### src/asr_map.svh
// Offsets, field positions, reset values and codes of the sensor status and setup bank
`ifndef ASR_MAP_SVH
`define ASR_MAP_SVH
`define ASR_OFS_EVENT_FLAGS   8'h1d
`define ASR_OFS_DIE_TEMP      8'h22
`define ASR_OFS_FILL_LOW      8'h24
`define ASR_OFS_FILL_HIGH     8'h25
`define ASR_OFS_READ_PORT     8'h26
`define ASR_OFS_STATE_REPORT  8'h2a
`define ASR_OFS_SAMPLE_SETUP  8'h40
`define ASR_BIT_ACC_DRDY      7
`define ASR_BIT_AUX_DRDY      5
`define ASR_BIT_FIFO_WTM      1
`define ASR_BIT_FIFO_FULL     0
`define ASR_BIT_SLOW_RATE     6
`define ASR_BIT_REMAP         5
`define ASR_RST_EVENT_FLAGS   8'h00
`define ASR_RST_DIE_TEMP      8'h00
`define ASR_RST_READ_PORT     8'h00
`define ASR_RST_SAMPLE_SETUP  8'ha8
`define ASR_RST_FILL          14'h0000
`define ASR_RST_MSG           5'h00
`define ASR_MSG_NOT_INIT      5'h00
`define ASR_MSG_INIT_OK       5'h01
`define ASR_MSG_INIT_ERR      5'h02
`define ASR_MSG_DRV_ERR       5'h03
`define ASR_MSG_SNS_STOP      5'h04
`define ASR_ODR_LOWEST        4'h1
`define ASR_ODR_50HZ          4'h7
`define ASR_ODR_HIGHEST       4'hc
`define ASR_BWP_OSR4          3'h0
`define ASR_BWP_OSR2          3'h1
`define ASR_BWP_NORMAL        3'h2
`define ASR_EMPTY_FILL        8'h00
`endif

### src/asr_pkg.sv
// Types shared by the sensor status and setup bank
package asr_pkg;
  typedef logic [7:0] asr_byte_t;
  typedef enum logic [2:0] {
    ASR_FILT_OSR4,
    ASR_FILT_OSR2,
    ASR_FILT_NORMAL,
    ASR_FILT_RESERVED,
    ASR_FILT_AVERAGE
  } asr_filter_e;
endpackage

### src/asr_regs.sv
// Status, temperature, queue level and sample setup register bank of the sensor core
//
// How it works
// Reading the event flag byte returns its flags and then clears them all, except a flag whose event arrives in the same cycle.
// Accel data ready sets bit 7, aux data ready bit 5, queue watermark bit 1, queue full bit 0.
// Die temperature is an 8-bit two's complement value, one kelvin per step, zero at 23 C.
// The 14-bit queue byte count is split into the low byte and bits 5:0 of the high byte.
// The queue read port is a read-only byte register that resets to zero.
// Bits 4:0 of the state report carry the internal status message code.
// Bit 5 of the state report is set when two axes map onto the same physical axis.
// Bit 6 of the state report is set when 50 Hz features run below their needed rate.
// Bits 3:0 of the sample setup select the output data rate, codes 1 to 12 valid.
// In filter mode the bandwidth code selects fourfold, twofold or normal filtering.
// In averaging mode the bandwidth code n averages 2 to the n samples.
// Bit 7 of the sample setup selects averaging (0) or continuous filtering (1).
// The sample setup resets to 0xA8.
// Each queue port read pops one byte; an empty queue returns a fill byte and pops nothing.
// Reserved bits read as zero and ignore writes.
`timescale 1ns/1ps
`include "asr_map.svh"

module asr_regs
(
  input  wire logic       i_clk,
  input  wire logic       i_reset_n,
  input  wire logic       i_rd,
  input  wire logic       i_wr,
  input  wire logic [7:0] i_addr,
  input  wire logic [7:0] i_wdata,
  output logic      [7:0] o_rdata,
  output logic            o_rvalid,
  input  wire logic       i_acc_drdy,
  input  wire logic       i_aux_drdy,
  input  wire logic       i_fifo_wtm,
  input  wire logic       i_fifo_full,
  input  wire logic [7:0] i_temperature,
  input  wire logic [13:0] i_fifo_count,
  input  wire logic [7:0] i_fifo_head,
  output logic            o_fifo_pop,
  input  wire logic [4:0] i_status_msg,
  input  wire logic [1:0] i_map_x,
  input  wire logic [1:0] i_map_y,
  input  wire logic [1:0] i_map_z,
  input  wire logic       i_feat50_en,
  output logic      [3:0] o_odr,
  output logic            o_odr_valid,
  output logic      [2:0] o_bwp,
  output logic            o_perf_mode,
  output asr_pkg::asr_filter_e o_filter,
  output logic      [7:0] o_avg_samples
);

  // ----------------------------------------------------------------
  // Access decode
  // ----------------------------------------------------------------
  logic rd_flags;
  logic rd_port;
  logic wr_setup;
  logic fifo_empty;

  assign rd_flags   = i_rd && (i_addr == `ASR_OFS_EVENT_FLAGS);
  assign rd_port    = i_rd && (i_addr == `ASR_OFS_READ_PORT);
  assign wr_setup   = i_wr && (i_addr == `ASR_OFS_SAMPLE_SETUP);
  assign fifo_empty = (i_fifo_count == `ASR_RST_FILL);

  // ----------------------------------------------------------------
  // Event flags
  // ----------------------------------------------------------------
  localparam int NEV = 4;
  localparam int EV_BIT [NEV] = '{`ASR_BIT_ACC_DRDY, `ASR_BIT_AUX_DRDY,
                                  `ASR_BIT_FIFO_WTM, `ASR_BIT_FIFO_FULL};
  logic [NEV-1:0] ev_in;
  logic [7:0]     flags_r;
  logic [7:0]     flags_nxt;

  assign ev_in = {i_acc_drdy, i_aux_drdy, i_fifo_wtm, i_fifo_full};

  genvar g;
  generate
    for (g = 0; g < NEV; g++)
    begin : g_flag
      // New event wins over the clear of the same cycle
      assign flags_nxt[EV_BIT[g]] = ev_in[NEV-1-g] ||
                                    (flags_r[EV_BIT[g]] && !rd_flags); // see R1
    end
  endgenerate

  // Reserved flag bits never set
  assign flags_nxt[6] = 1'b0;
  assign flags_nxt[4] = 1'b0;
  assign flags_nxt[3] = 1'b0;
  assign flags_nxt[2] = 1'b0;

  always_ff @(posedge i_clk or negedge i_reset_n)
  begin
    if (!i_reset_n)
    begin
      flags_r <= `ASR_RST_EVENT_FLAGS;
    end
    else
    begin
      flags_r <= flags_nxt;
    end
  end

  // ----------------------------------------------------------------
  // Sampled status: temperature, fill level, state report
  // ----------------------------------------------------------------
  logic [7:0]  temp_r;
  logic [7:0]  temp_nxt;
  logic [13:0] fill_r;
  logic [13:0] fill_nxt;
  logic [4:0]  msg_r;
  logic [4:0]  msg_nxt;
  logic        remap_r;
  logic        remap_nxt;
  logic        slow_r;
  logic        slow_nxt;
  logic [7:0]  setup_r;

  always_comb
  begin
    temp_nxt  = i_temperature;
    fill_nxt  = i_fifo_count;
    msg_nxt   = i_status_msg;
    remap_nxt = (i_map_x == i_map_y) || (i_map_x == i_map_z) ||
                (i_map_y == i_map_z);
    slow_nxt  = i_feat50_en && (setup_r[3:0] < `ASR_ODR_50HZ);
  end

  always_ff @(posedge i_clk or negedge i_reset_n)
  begin
    if (!i_reset_n)
    begin
      temp_r  <= `ASR_RST_DIE_TEMP;
      fill_r  <= `ASR_RST_FILL;
      msg_r   <= `ASR_RST_MSG;
      remap_r <= 1'b0;
      slow_r  <= 1'b0;
    end
    else
    begin
      temp_r  <= temp_nxt;
      fill_r  <= fill_nxt;
      msg_r   <= msg_nxt;
      remap_r <= remap_nxt;
      slow_r  <= slow_nxt;
    end
  end

  // ----------------------------------------------------------------
  // Queue read port
  // ----------------------------------------------------------------
  logic [7:0] port_r;
  logic [7:0] port_nxt;

  assign o_fifo_pop = rd_port && !fifo_empty;

  always_comb
  begin
    port_nxt = port_r;
    if (rd_port)
    begin
      port_nxt = fifo_empty ? `ASR_EMPTY_FILL : i_fifo_head;
    end
  end

  always_ff @(posedge i_clk or negedge i_reset_n)
  begin
    if (!i_reset_n)
    begin
      port_r <= `ASR_RST_READ_PORT;
    end
    else
    begin
      port_r <= port_nxt;
    end
  end

  // ----------------------------------------------------------------
  // Sample setup
  // ----------------------------------------------------------------
  logic [7:0] setup_nxt;

  always_comb
  begin
    setup_nxt = setup_r;
    if (wr_setup)
    begin
      setup_nxt = i_wdata;
    end
  end

  always_ff @(posedge i_clk or negedge i_reset_n)
  begin
    if (!i_reset_n)
    begin
      setup_r <= `ASR_RST_SAMPLE_SETUP;
    end
    else
    begin
      setup_r <= setup_nxt;
    end
  end

  assign o_odr       = setup_r[3:0];
  assign o_odr_valid = (setup_r[3:0] >= `ASR_ODR_LOWEST) &&
                       (setup_r[3:0] <= `ASR_ODR_HIGHEST);
  assign o_bwp       = setup_r[6:4];
  assign o_perf_mode = setup_r[7];

  always_comb
  begin
    o_avg_samples = 8'h01;
    if (!setup_r[7])
    begin
      o_avg_samples = 8'(1 << setup_r[6:4]);
      o_filter      = asr_pkg::ASR_FILT_AVERAGE;
    end
    else
    begin
      case (setup_r[6:4])
        `ASR_BWP_OSR4:   o_filter = asr_pkg::ASR_FILT_OSR4;
        `ASR_BWP_OSR2:   o_filter = asr_pkg::ASR_FILT_OSR2;
        `ASR_BWP_NORMAL: o_filter = asr_pkg::ASR_FILT_NORMAL;
        default:         o_filter = asr_pkg::ASR_FILT_RESERVED;
      endcase
    end
  end

  // ----------------------------------------------------------------
  // Read data
  // ----------------------------------------------------------------
  logic [7:0] rdata_r;
  logic [7:0] rdata_nxt;
  logic       rvalid_r;

  always_comb
  begin
    rdata_nxt = 8'h00;
    case (i_addr)
      `ASR_OFS_EVENT_FLAGS:  rdata_nxt = flags_r;
      `ASR_OFS_DIE_TEMP:     rdata_nxt = temp_r;
      `ASR_OFS_FILL_LOW:     rdata_nxt = fill_r[7:0];
      `ASR_OFS_FILL_HIGH:    rdata_nxt = {2'b00, fill_r[13:8]}; // see R4
      `ASR_OFS_READ_PORT:    rdata_nxt = port_nxt;
      `ASR_OFS_STATE_REPORT: rdata_nxt = {1'b0, slow_r, remap_r, msg_r};
      `ASR_OFS_SAMPLE_SETUP: rdata_nxt = setup_r;
      default:               rdata_nxt = 8'h00;
    endcase
    if (!i_rd)
    begin
      rdata_nxt = rdata_r;
    end
  end

  always_ff @(posedge i_clk or negedge i_reset_n)
  begin
    if (!i_reset_n)
    begin
      rdata_r  <= 8'h00;
      rvalid_r <= 1'b0;
    end
    else
    begin
      rdata_r  <= rdata_nxt;
      rvalid_r <= i_rd;
    end
  end

  assign o_rdata  = rdata_r;
  assign o_rvalid = rvalid_r;
endmodule

### config.mk
export PLATFORM = sky130hd
export DESIGN_NAME = asr_regs
export DESIGN_NICKNAME = d
export VERILOG_FILES = /design/src/asr_pkg.sv /design/src/asr_regs.sv
export VERILOG_INCLUDE_DIRS = /design/src
export SDC_FILE = /design/constraint.sdc
export NUM_CORES = 1
export LEC_CHECK = 0
export BUFFER_PORTS_ARGS = -buffer_cell sky130_fd_sc_hd__buf_4
export CAP_MARGIN = 0
export CORE_MARGIN = 2
export CORE_UTILIZATION = 49
export DETAILED_ROUTE_END_ITERATION = 8
export GPL_ROUTABILITY_DRIVEN = 0
export PLACE_DENSITY = 0.79
export SETUP_SLACK_MARGIN = 0.2
export SYNTH_ARGS = -nofsm -noshare
export SYNTH_HDL_FRONTEND = slang
export SYNTH_SLANG_ARGS = --single-unit
### constraint.sdc
create_clock -name i_clk -period 2.7 [get_ports i_clk]
set_input_delay 0.54 -clock i_clk [delete_from_list [all_inputs] [get_ports i_clk]]
set_output_delay 0.54 -clock i_clk [all_outputs]
set_load 0.01 [all_outputs]
==> results.sh, run 1 <==
export IMPL_status="finished, final reports clean"
export IMPL_synthFlopType="dfrtp_1"
export IMPL_yosysSeqAreaShare_pct=56.6
export IMPL_drtIter0Drc=167
export IMPL_portBuffers=95
export IMPL_route_vias_total=2122
export IMPL_slew_violations=0
export IMPL_dieArea_um2=5840
export IMPL_syn_nets=280
export IMPL_crit_chain="buf_4, or4b_4, or3_4, a31oi_4, buf_4"
export IMPL_drv_cap=0
export IMPL_chipHeight_um=76.4
export IMPL_critPathKind="input port to output pin"
export IMPL_maxSlewHeadroom_pct=50.2
export IMPL_ys_seq_elements=58
export IMPL_worst_path_buf_inv=2
export IMPL_finalSetupViolCount=0
export IMPL_cp_common_cell="buf_4"
export IMPL_met3_usage_pct=6.64
export IMPL_drc=0
export IMPL_finalInstanceArea_um2=3550
export IMPL_synth_area_um2=2570
export IMPL_critPathRequiredTime_ns=2.16
export IMPL_arrival_ns=1.91
export IMPL_grt_max_degree=59
export IMPL_skew_ns=0.00895
export IMPL_power_switching_mw=0.438
export IMPL_cts_buffer_depth=2
export IMPL_internal_power_mw=1.44
export IMPL_postLayoutCoreUtil_pct=70.0
export IMPL_cts_hold_buf=0
export IMPL_grt_pass1_wl_mm=10.7
export IMPL_top_usage_layer="met2"
export IMPL_drive_gt1_share_pct=45.0
export IMPL_grt_pass1_vias=2245
export IMPL_syn_to_final_growth_pct=38.3
export IMPL_cts_tree="built"
export IMPL_clock_sinks=58
export IMPL_ant_nets=0
export IMPL_nNetsFinal=383
export IMPL_cp_slowest_cell="or4b_4"
export IMPL_wl_per_cell_um=16.9
export IMPL_hold_viol=0
export IMPL_met1_usage_pct=29.0
export IMPL_synth_async_reset_ratio_pct=100
export IMPL_row_count=26
export IMPL_worst_pin_slew_ns=0.740
export IMPL_cp_end_kind="output pin"
export IMPL_avgSynthCellArea_um2=12.0
export IMPL_synth_edf_count=0
export IMPL_ios=96
export IMPL_cp_max_fo=5
export IMPL_leakagePower_nw=1.68
export IMPL_p_seq_share_pct=49.4
export IMPL_root_buffer="clkbuf_8"
export IMPL_min_path_type="input port to async pin"
export IMPL_grt_use_total_pct=23.9
export IMPL_cts_setup_buffers=0
export IMPL_clockPowerShare_pct=39.7
export IMPL_syn_inst=214
export IMPL_power_density_nw_per_um2=529
export IMPL_start_util_pct=50.6
export IMPL_wl_mm=6.62
export IMPL_grt_setup_unrepaired="no"
export IMPL_startpoint_type="input port"
export IMPL_die_x_um=76.4
export IMPL_p_comb_share_pct=11.0
export IMPL_min_period_over_period_pct=90.6
export IMPL_postPlaceCellArea_um2=3360
export IMPL_grtUsageMet2_pct=40.6
export IMPL_core_um2=5070
export IMPL_htree_levels=3
export IMPL_synth_cell_type_count=43
export IMPL_overflow=0
export IMPL_drtPass1Iterations=5
export IMPL_fillers=411
export IMPL_setup_tns_final_ns=0
export IMPL_viasPerCell=5.41
export IMPL_peakVddDrop_v=0.000385
export IMPL_fmaxAchievable_mhz=409
export IMPL_yosysWarnings=0
export IMPL_clkLatencyLatePin_ns=0.34
export IMPL_antenna_cells=0
export IMPL_hpwlAfterDp_mm=4.71
export IMPL_swShare_pct=23.3
export IMPL_finalCriticalPeriod_ns=2.45
export IMPL_antenna_found_initial=0
export IMPL_crit_family="simple AND/OR/NAND/NOR gates"
export IMPL_clk_pin_slew_worst_paths_ns=0.06
export IMPL_numCtsBuffers=9
export IMPL_critPathMaxStageDelay_ns=0.55
## layout by cell type, fill, tap and decap left out, types with 2 or more instances in the layout
master / count
buf_4: 101
dfrtp_1: 55
nand2_1: 29
nor2_1: 12
mux2i_1: 12
clkbuf_8: 9
mux2_2: 8
nor3_1: 7
a21o_1: 5
o221ai_1: 5
nor4_1: 4
inv_1: 4
nand2_4: 4
nand2b_1: 4
xnor2_1: 4
a22oi_1: 4
o21ai_0: 4
a32oi_2: 4
clkbuf_1: 4
a21oi_1: 3
a221oi_1: 3
a22oi_2: 3
dfstp_2: 3
or4_2: 2
a22o_2: 2
nand2_2: 2
and2_1: 2
xor2_1: 2
a22o_1: 2
a222oi_1: 2
clkinv_2: 2
## per-stage QoR
| stage | power, mW | cells | setup slack [ns] | hold slack (ns) |
|---|---|---|---|---|
| 2_1_floorplan | 1.01 | 214 | 0.206 | 0.244 |
| 5_1_grt | 1.96 | 392 | 0.218 | 0.288 |
| 3_5_place_dp | 1.15 | 376 | 0.159 | 0.465 |
| 6_report | 1.88 | 392 | 0.253 | 0.252 |
| 3_3_place_gp | 1.14 | 376 | 0.164 | 0.458 |
| 4_1_cts | 1.89 | 392 | 0.216 | 0.272 |
## Yosys cell counts (2+ instances only)
library cell / n / area (um^2)
a21o_1: 5 / 37.5
a21oi_1: 3 / 15.0
a221oi_1: 3 / 26.3
a222oi_1: 2 / 20.0
a22o_1: 2 / 17.5
a22o_2: 2 / 20.0
a22oi_1: 4 / 30.0
a22oi_2: 3 / 37.5
a32oi_2: 4 / 65.1
and2_1: 2 / 12.5
buf_6: 3 / 33.8
clkbuf_1: 5 / 18.8
dfrtp_1: 55 / 1380
dfstp_2: 3 / 78.8
inv_1: 4 / 15.0
mux2_2: 8 / 90.1
mux2i_1: 12 / 120
nand2_1: 29 / 109
nand2_2: 2 / 12.5
nand2_4: 4 / 45.0
nand2b_1: 4 / 25.0
nor2_1: 12 / 45.0
nor3_1: 7 / 35.0
nor4_1: 4 / 25.0
o21ai_0: 4 / 20.0
o221ai_1: 5 / 43.8
or3_1: 2 / 12.5
or4_2: 2 / 17.5
xnor2_1: 4 / 35.0
xor2_1: 2 / 17.5
## metal layers
metal	up-vias	share of wire [%]
met5	-	0
met4	0	1.6
met3	9	6.0
met2	74	51
met1	1044	41
li1	995	-
## timing repair
action,in CTS,in global routing
gates cloned,0,0
pin swaps,0,1
resized for setup,2,1
setup endpoints to repair,1,1
## registers in the layout (all words and copies together) (netlist names)
signal / cells
port_r: 8
slow_r: 1
flags_r: 4
temp_r: 8
setup_r: 8
o_rdata: 8
msg_r: 5
o_rvalid: 1
fill_r: 14
remap_r: 1
## logic make-up after synthesis
family	after synthesis	share of synthesized area (%)
AOI/OAI and AO/OA	45	15.8
DFF	58	56.6
muxes	20	8.18
buffers and inverters	13	2.82
xor gates and xnor gates	6	2.04
and+or+nand+nor	72	14.6
## final timing paths
check                                  startpoint                endpoint  slack, ns  cells past startpoint
max reg2reg                setup_r[5]$_DFFE_PN1P_  o_rdata[5]$_DFFE_PN0P_       1.51                      3
min reg2reg                  flags_r[5]$_DFF_PN0_    flags_r[5]$_DFF_PN0_       0.48                      1
min in group i_clk                i_status_msg[4]      msg_r[4]$_DFF_PN0_       0.30                      1
max                                     i_addr[4]              o_fifo_pop       0.25                      5
max in group asynchronous               i_reset_n  o_rdata[3]$_DFFE_PN0P_       1.95                      1
min                                     i_reset_n  setup_r[6]$_DFFE_PN0P_       0.25                      1
## worst reg2reg max path, delay by kind of cell (launching register included)
kind,cells,cell delay [ns]
AO/OA/AOI/OAI,2,0.40
flip-flops,1,0.60
AND/OR/NAND/NOR,1,0.10
## power groups by stage
| stage | clock [mW] | combinational [mW] | sequential, mW |
|---|---|---|---|
| final | 0.747 | 0.206 | 0.929 |
| after global routing | 0.803 | 0.224 | 0.933 |
| after CTS | 0.754 | 0.207 | 0.929 |
| after detailed placement | 0 | 0.205 | 0.945 |
| after global placement | 0 | 0.200 | 0.943 |
| after floorplan | 0 | 0.0660 | 0.941 |
## cell type report
| class | count | area, um^2 | area share (%) |
|---|---|---|---|
| multi-input combinational | 143 | 1060 | 29.8 |
| timing repair buffer | 101 | 758 | 21.3 |
| clock inverter | 3 | 40.0 | 1.13 |
| clock buffer | 13 | 139 | 3.91 |
| sequential | 58 | 1460 | 40.9 |
| inverter | 4 | 15.0 | 0.422 |
| tap | 70 | 87.6 | 2.46 |
(Power assumes the default switching activity.)
==> inputs of run 2 (changes only) <==
- CELL_PAD_IN_SITES_DETAIL_PLACEMENT: not set -> 1
- CELL_PAD_IN_SITES_GLOBAL_PLACEMENT: not set -> 2
- CORE_UTILIZATION: 49 -> 30
- PLACE_DENSITY: 0.79 -> 0.77
==> run 2 against run 1 <==
- total power shrank 1.0%
- critical path depth unchanged
- global-route usage decreased by 6.7 points
- sequential power about the same
- sequential cell count unchanged
- cell area rose by 1.9%
- die area up 60%
- clock power decreased by 3.1%
- routed wire length up 14%
- hold slack better by 0.0097 ns
- first-iteration DRC count is 62% lower
- critical path type unchanged
- critical endpoint unchanged
==> results.sh, run 2 (synthesis gave the netlist of run 1 again) <==
export IMPL_slew_violations=0
export IMPL_syn_to_final_growth_pct=40.9
export IMPL_portBuffers=95
export IMPL_status="finished, final reports clean"
export IMPL_grt_pass1_vias=2263
export IMPL_arrival_ns=1.93
export IMPL_drtPass1Iterations=6
export IMPL_clock_sinks=58
export IMPL_route_vias_total=2090
export IMPL_finalSetupViolCount=0
export IMPL_largest_reg_flops=14
export IMPL_worst_pin_slew_ns=0.810
export IMPL_overflow=0
export IMPL_numCtsBuffers=9
export IMPL_peakVddDrop_v=0.000250
export IMPL_setup_tns_final_ns=0
export IMPL_maxSlewHeadroom_pct=45.5
export IMPL_skew_ns=0.00962
export IMPL_drc=0
export IMPL_antenna_found_initial=0
export IMPL_clk_pin_slew_worst_paths_ns=0.07
export IMPL_root_buffer="clkbuf_8"
export IMPL_critPathKind="input port to output pin"
export IMPL_final_common_cell="buf_4"
export IMPL_grt_use_total_pct=17.2
export IMPL_drive_gt1_share_pct=46.7
export IMPL_ios=96
export IMPL_die_x_um=96.6
export IMPL_hold_viol=0
export IMPL_min_path_type="input port to async pin"
export IMPL_antenna_cells=0
export IMPL_drv_cap=0
export IMPL_final_cell_mix="99 x buf_4, 55 x dfrtp_1, 29 x nand2_1"
export IMPL_power_density_nw_per_um2=514
export IMPL_rrSetupSlack_ns=1.52
export IMPL_finalCriticalPeriod_ns=2.47
export IMPL_worst_r2r_startpoint="fill_r[10]$_DFF_PN0_"
export IMPL_grt_max_degree=59
export IMPL_wl_per_cell_um=17.7
export IMPL_worstReg2RegEnd="o_rdata[2]$_DFFE_PN0P_"
export IMPL_hpwlAfterDp_mm=5.76
export IMPL_clkLatencyLatePin_ns=0.34
export IMPL_min_period_over_period_pct=91.6
export IMPL_wl_mm=7.56
export IMPL_finalInstanceArea_um2=3620
export IMPL_cts_buffer_depth=2
export IMPL_core_um2=8260
export IMPL_ant_nets=0
export IMPL_fmaxAchievable_mhz=405
export IMPL_grt_pass1_wl_mm=11.6
export IMPL_cts_setup_buffers=0
export IMPL_start_util_pct=31.1
export IMPL_largest_register="fill_r"
export IMPL_startpoint_type="input port"
export IMPL_dieArea_um2=9320
export IMPL_cp_end_kind="output pin"
export IMPL_cts_tree="built"
export IMPL_chipHeight_um=96.6
export IMPL_critPathRequiredTime_ns=2.16
export IMPL_viasPerCell=4.88
export IMPL_r2r_cells=4
export IMPL_leakagePower_nw=1.69
export IMPL_htree_levels=3
export IMPL_postPlaceCellArea_um2=3410
export IMPL_grt_setup_unrepaired="no"
export IMPL_row_count=33
export IMPL_nNetsFinal=384
export IMPL_drtIter0Drc=64
export IMPL_cp_max_fo=3
==> run 2: worst max-delay path: stages <==
cell and delay [ns]:
buf_6 0.09, or4b_4 0.54, or3_4 0.44, a31oi_4 0.19, buf_6 0.13
==> run 2: power breakdown <==
part           internal [mW]  switching [mW]  leakage (nW)  total [mW]
registers              0.907          0.0235         0.706       0.930
clock network          0.357           0.367        0.0847       0.724
logic                  0.114          0.0939         0.896       0.208
==> run 2: through the flow <==
stage                     hold slack, ns  worst slack (ns)  power [mW]  instances  utilization, %
after floorplan                    0.244             0.206        1.01        214               -
after global placement             0.460             0.121        1.15        412            41.3
after detailed placement           0.465            0.0777        1.16        412            41.3
after CTS                          0.290             0.201        1.88        428            43.7
after global routing               0.283             0.201        1.95        428            43.9
final                              0.262             0.228        1.86        428            43.9
==> run 2: timing repair <==
item / 4_1_cts / 5_1_grt
hold buffers: 0 / 0
gates cloned: 0 / 0
gates resized for setup: 4 / 3
endpoints found under the setup margin: 1 / 1
pin swaps: 0 / 2
==> run 2: final cells by class <==
| cell class | count | area [um^2] |
|---|---|---|
| Fill cell | 930 | 4640 |
| Sequential cell | 58 | 1460 |
| Clock inverter | 6 | 41.3 |
| Multi-Input combinational cell | 143 | 1060 |
| Inverter | 4 | 15.0 |
| Timing Repair Buffer | 102 | 777 |
| Clock buffer | 10 | 138 |
| Tap cell | 105 | 131 |
==> run 2: routing by layer <==
layer / up-vias / global-route usage, % / routed length [um]
li1: 994 / - / -
met1: 1038 / 22.1 / 3350
met2: 49 / 28.4 / 3800
met3: 9 / 4.03 / 308
met4: 0 / 5.99 / 98
met5: - / 0 / 0
==> run 2: how the worst max path moves through the flow <==
stage | end | slack, ns | cells past startpoint | start
6_report | o_fifo_pop | 0.23 | 5 | i_addr[3]
5_1_grt | o_fifo_pop | 0.20 | 5 | i_addr[3]
4_1_cts | o_fifo_pop | 0.20 | 5 | i_addr[4]
3_5_place_dp | o_rdata[7]$_DFFE_PN0P_ | 0.08 | 7 | i_addr[4]
3_3_place_gp | o_fifo_pop | 0.12 | 5 | i_addr[4]
2_1_floorplan | o_fifo_pop | 0.21 | 5 | i_addr[4]
==> inputs of run 3 (changes only) <==
- PLACE_DENSITY: 0.77 -> 0.88
==> run 3 against run 2 <==
- clock power is 4.0% higher
- critical path type unchanged
- utilization down 0.18 points
- cell area down 0.41%
- highest routed layer unchanged
- total power up 1.5%
- first-iteration DRC count increased by 19%
==> results.sh, run 3 (synthesis gave the netlist of run 1 again) <==
export IMPL_min_period_over_period_pct=90.9
export IMPL_rrSetupSlack_ns=1.49
export IMPL_grt_pass1_vias=2329
export IMPL_drive_gt1_share_pct=46.4
export IMPL_cp_max_fo=5
export IMPL_chipHeight_um=96.6
export IMPL_critPathKind="input port to output pin"
export IMPL_die_x_um=96.6
export IMPL_worst_r2r_startpoint="fill_r[13]$_DFF_PN0_"
export IMPL_finalSetupViolCount=0
export IMPL_final_cell_mix="101 x buf_4, 55 x dfrtp_1, 29 x nand2_1"
export IMPL_total_power_mw=1.89
export IMPL_core_um2=8260
export IMPL_ant_nets=0
export IMPL_viasPerCell=4.94
export IMPL_crit_family="simple AND/OR/NAND/NOR gates"
export IMPL_nNetsFinal=383
export IMPL_final_common_cell="buf_4"
export IMPL_root_buffer="clkbuf_8"
export IMPL_startpoint_type="input port"
export IMPL_clock_sinks=58
export IMPL_cp_common_cell="buf_4"
export IMPL_cp_slowest_cell="or4b_4"
export IMPL_cts_hold_buf=0
export IMPL_min_path_type="input port to async pin"
export IMPL_route_vias_total=2106
export IMPL_overflow=0
export IMPL_fmaxAchievable_mhz=407
export IMPL_syn_to_final_growth_pct=40.4
export IMPL_clkLatencyLatePin_ns=0.33
export IMPL_crit_chain="buf_4, or4b_4, or3_4, a31oi_4, buf_4"
export IMPL_critPathMaxStageDelay_ns=0.55
export IMPL_setup_tns_final_ns=0
export IMPL_r2r_cells=4
export IMPL_hpwlAfterDp_mm=5.77
export IMPL_drtPass1Iterations=4
export IMPL_status="finished, final reports clean"
export IMPL_cp_end_kind="output pin"
export IMPL_cts_buffer_depth=2
export IMPL_grt_max_degree=59
export IMPL_power_density_nw_per_um2=524
export IMPL_peakVddDrop_v=0.000233
export IMPL_grt_use_total_pct=17.4
export IMPL_grt_pass1_wl_mm=11.9
export IMPL_arrival_ns=1.91
export IMPL_maxSlewHeadroom_pct=51.0
export IMPL_numCtsBuffers=9
export IMPL_portBuffers=95
export IMPL_wl_mm=7.66
export IMPL_antenna_cells=0
export IMPL_worst_path_buf_inv=2
export IMPL_dieArea_um2=9320
export IMPL_largest_reg_flops=14
export IMPL_critPathRequiredTime_ns=2.16
export IMPL_row_count=33
export IMPL_drtIter0Drc=76
export IMPL_worst_pin_slew_ns=0.735
export IMPL_slew_violations=0
export IMPL_worstReg2RegEnd="o_rdata[5]$_DFFE_PN0P_"
export IMPL_leakagePower_nw=1.69
export IMPL_finalCriticalPeriod_ns=2.45
export IMPL_htree_levels=3
export IMPL_antenna_found_initial=0
export IMPL_largest_register="fill_r"
export IMPL_ios=96
export IMPL_start_util_pct=31.1
export IMPL_clk_pin_slew_worst_paths_ns=0.06
export IMPL_drv_cap=0
export IMPL_grt_setup_unrepaired="no"
export IMPL_cts_tree="built"
export IMPL_drc=0
export IMPL_skew_ns=0.00744
export IMPL_wl_per_cell_um=18.0
export IMPL_hold_viol=0
run 3: changes by cell type in the layout (fill, tap and decap cells not counted), sizes merged:
| cell | previous run | this run |
|---|---|---|
| clkbuf | 10 | 9 |
| clkinv | 2 | 5 |
| bufinv | 0 | 1 |
| inv | 5 | 4 |
| clkinvlp | 3 | 0 |
| buf | 102 | 101 |
run 3: how the worst max path moves through the flow:
stage	start	to	slack, ns	depth (start not counted)
after floorplan	i_addr[4]	o_fifo_pop	0.21	5
after global placement	i_addr[4]	o_fifo_pop	0.15	5
after detailed placement	i_addr[4]	o_rdata[7]$_DFFE_PN0P_	0.10	7
after CTS	i_addr[4]	o_fifo_pop	0.21	5
after global routing	i_addr[4]	o_fifo_pop	0.21	5
final	i_addr[4]	o_fifo_pop	0.25	5
run 3: report_power, final:
| part | switching (mW) | internal, mW | total [mW] |
|---|---|---|---|
| registers | 0.0243 | 0.907 | 0.931 |
| logic | 0.0940 | 0.112 | 0.206 |
| clock network | 0.338 | 0.415 | 0.753 |
run 3: area by class of cell:
cell class	instances	area (um^2)
flip-flops and latches	58	1460
clock inverters	6	58.8
clock buffers	9	124
fillers	930	4650
well taps	105	131
inverters	4	15.0
repair buffers	101	758
multi-input cells	143	1060
run 3: per-stage QoR:
step | area (um^2) | hold WS, ns | util (%) | instances | setup WS, ns
after floorplan | 2570 | 0.244 | - | 214 | 0.206
after global placement | 3400 | 0.460 | 41.2 | 411 | 0.147
after detailed placement | 3400 | 0.470 | 41.2 | 411 | 0.103
after CTS | 3610 | 0.294 | 43.7 | 426 | 0.208
after global routing | 3610 | 0.297 | 43.7 | 426 | 0.209
final | 3610 | 0.262 | 43.7 | 426 | 0.246
run 3: timing repair:
item,4_1_cts,5_1_grt
buffers inserted,0,0
pin swaps,0,1
gates resized for setup,4,0
gates cloned,0,0
endpoints found under the setup margin,1,1
run 3: metal layers:
metal  wire [um]  vias to the layer above  part of all wire [%]  GRT usage [%]
li1            -                      989                     -              -
met1        3230                     1055                    42           21.8
met2        3930                       54                    51           30.1
met3         433                        8                   5.7           3.80
met4          74                        0                  0.97           5.63
met5           0                        -                     0              0
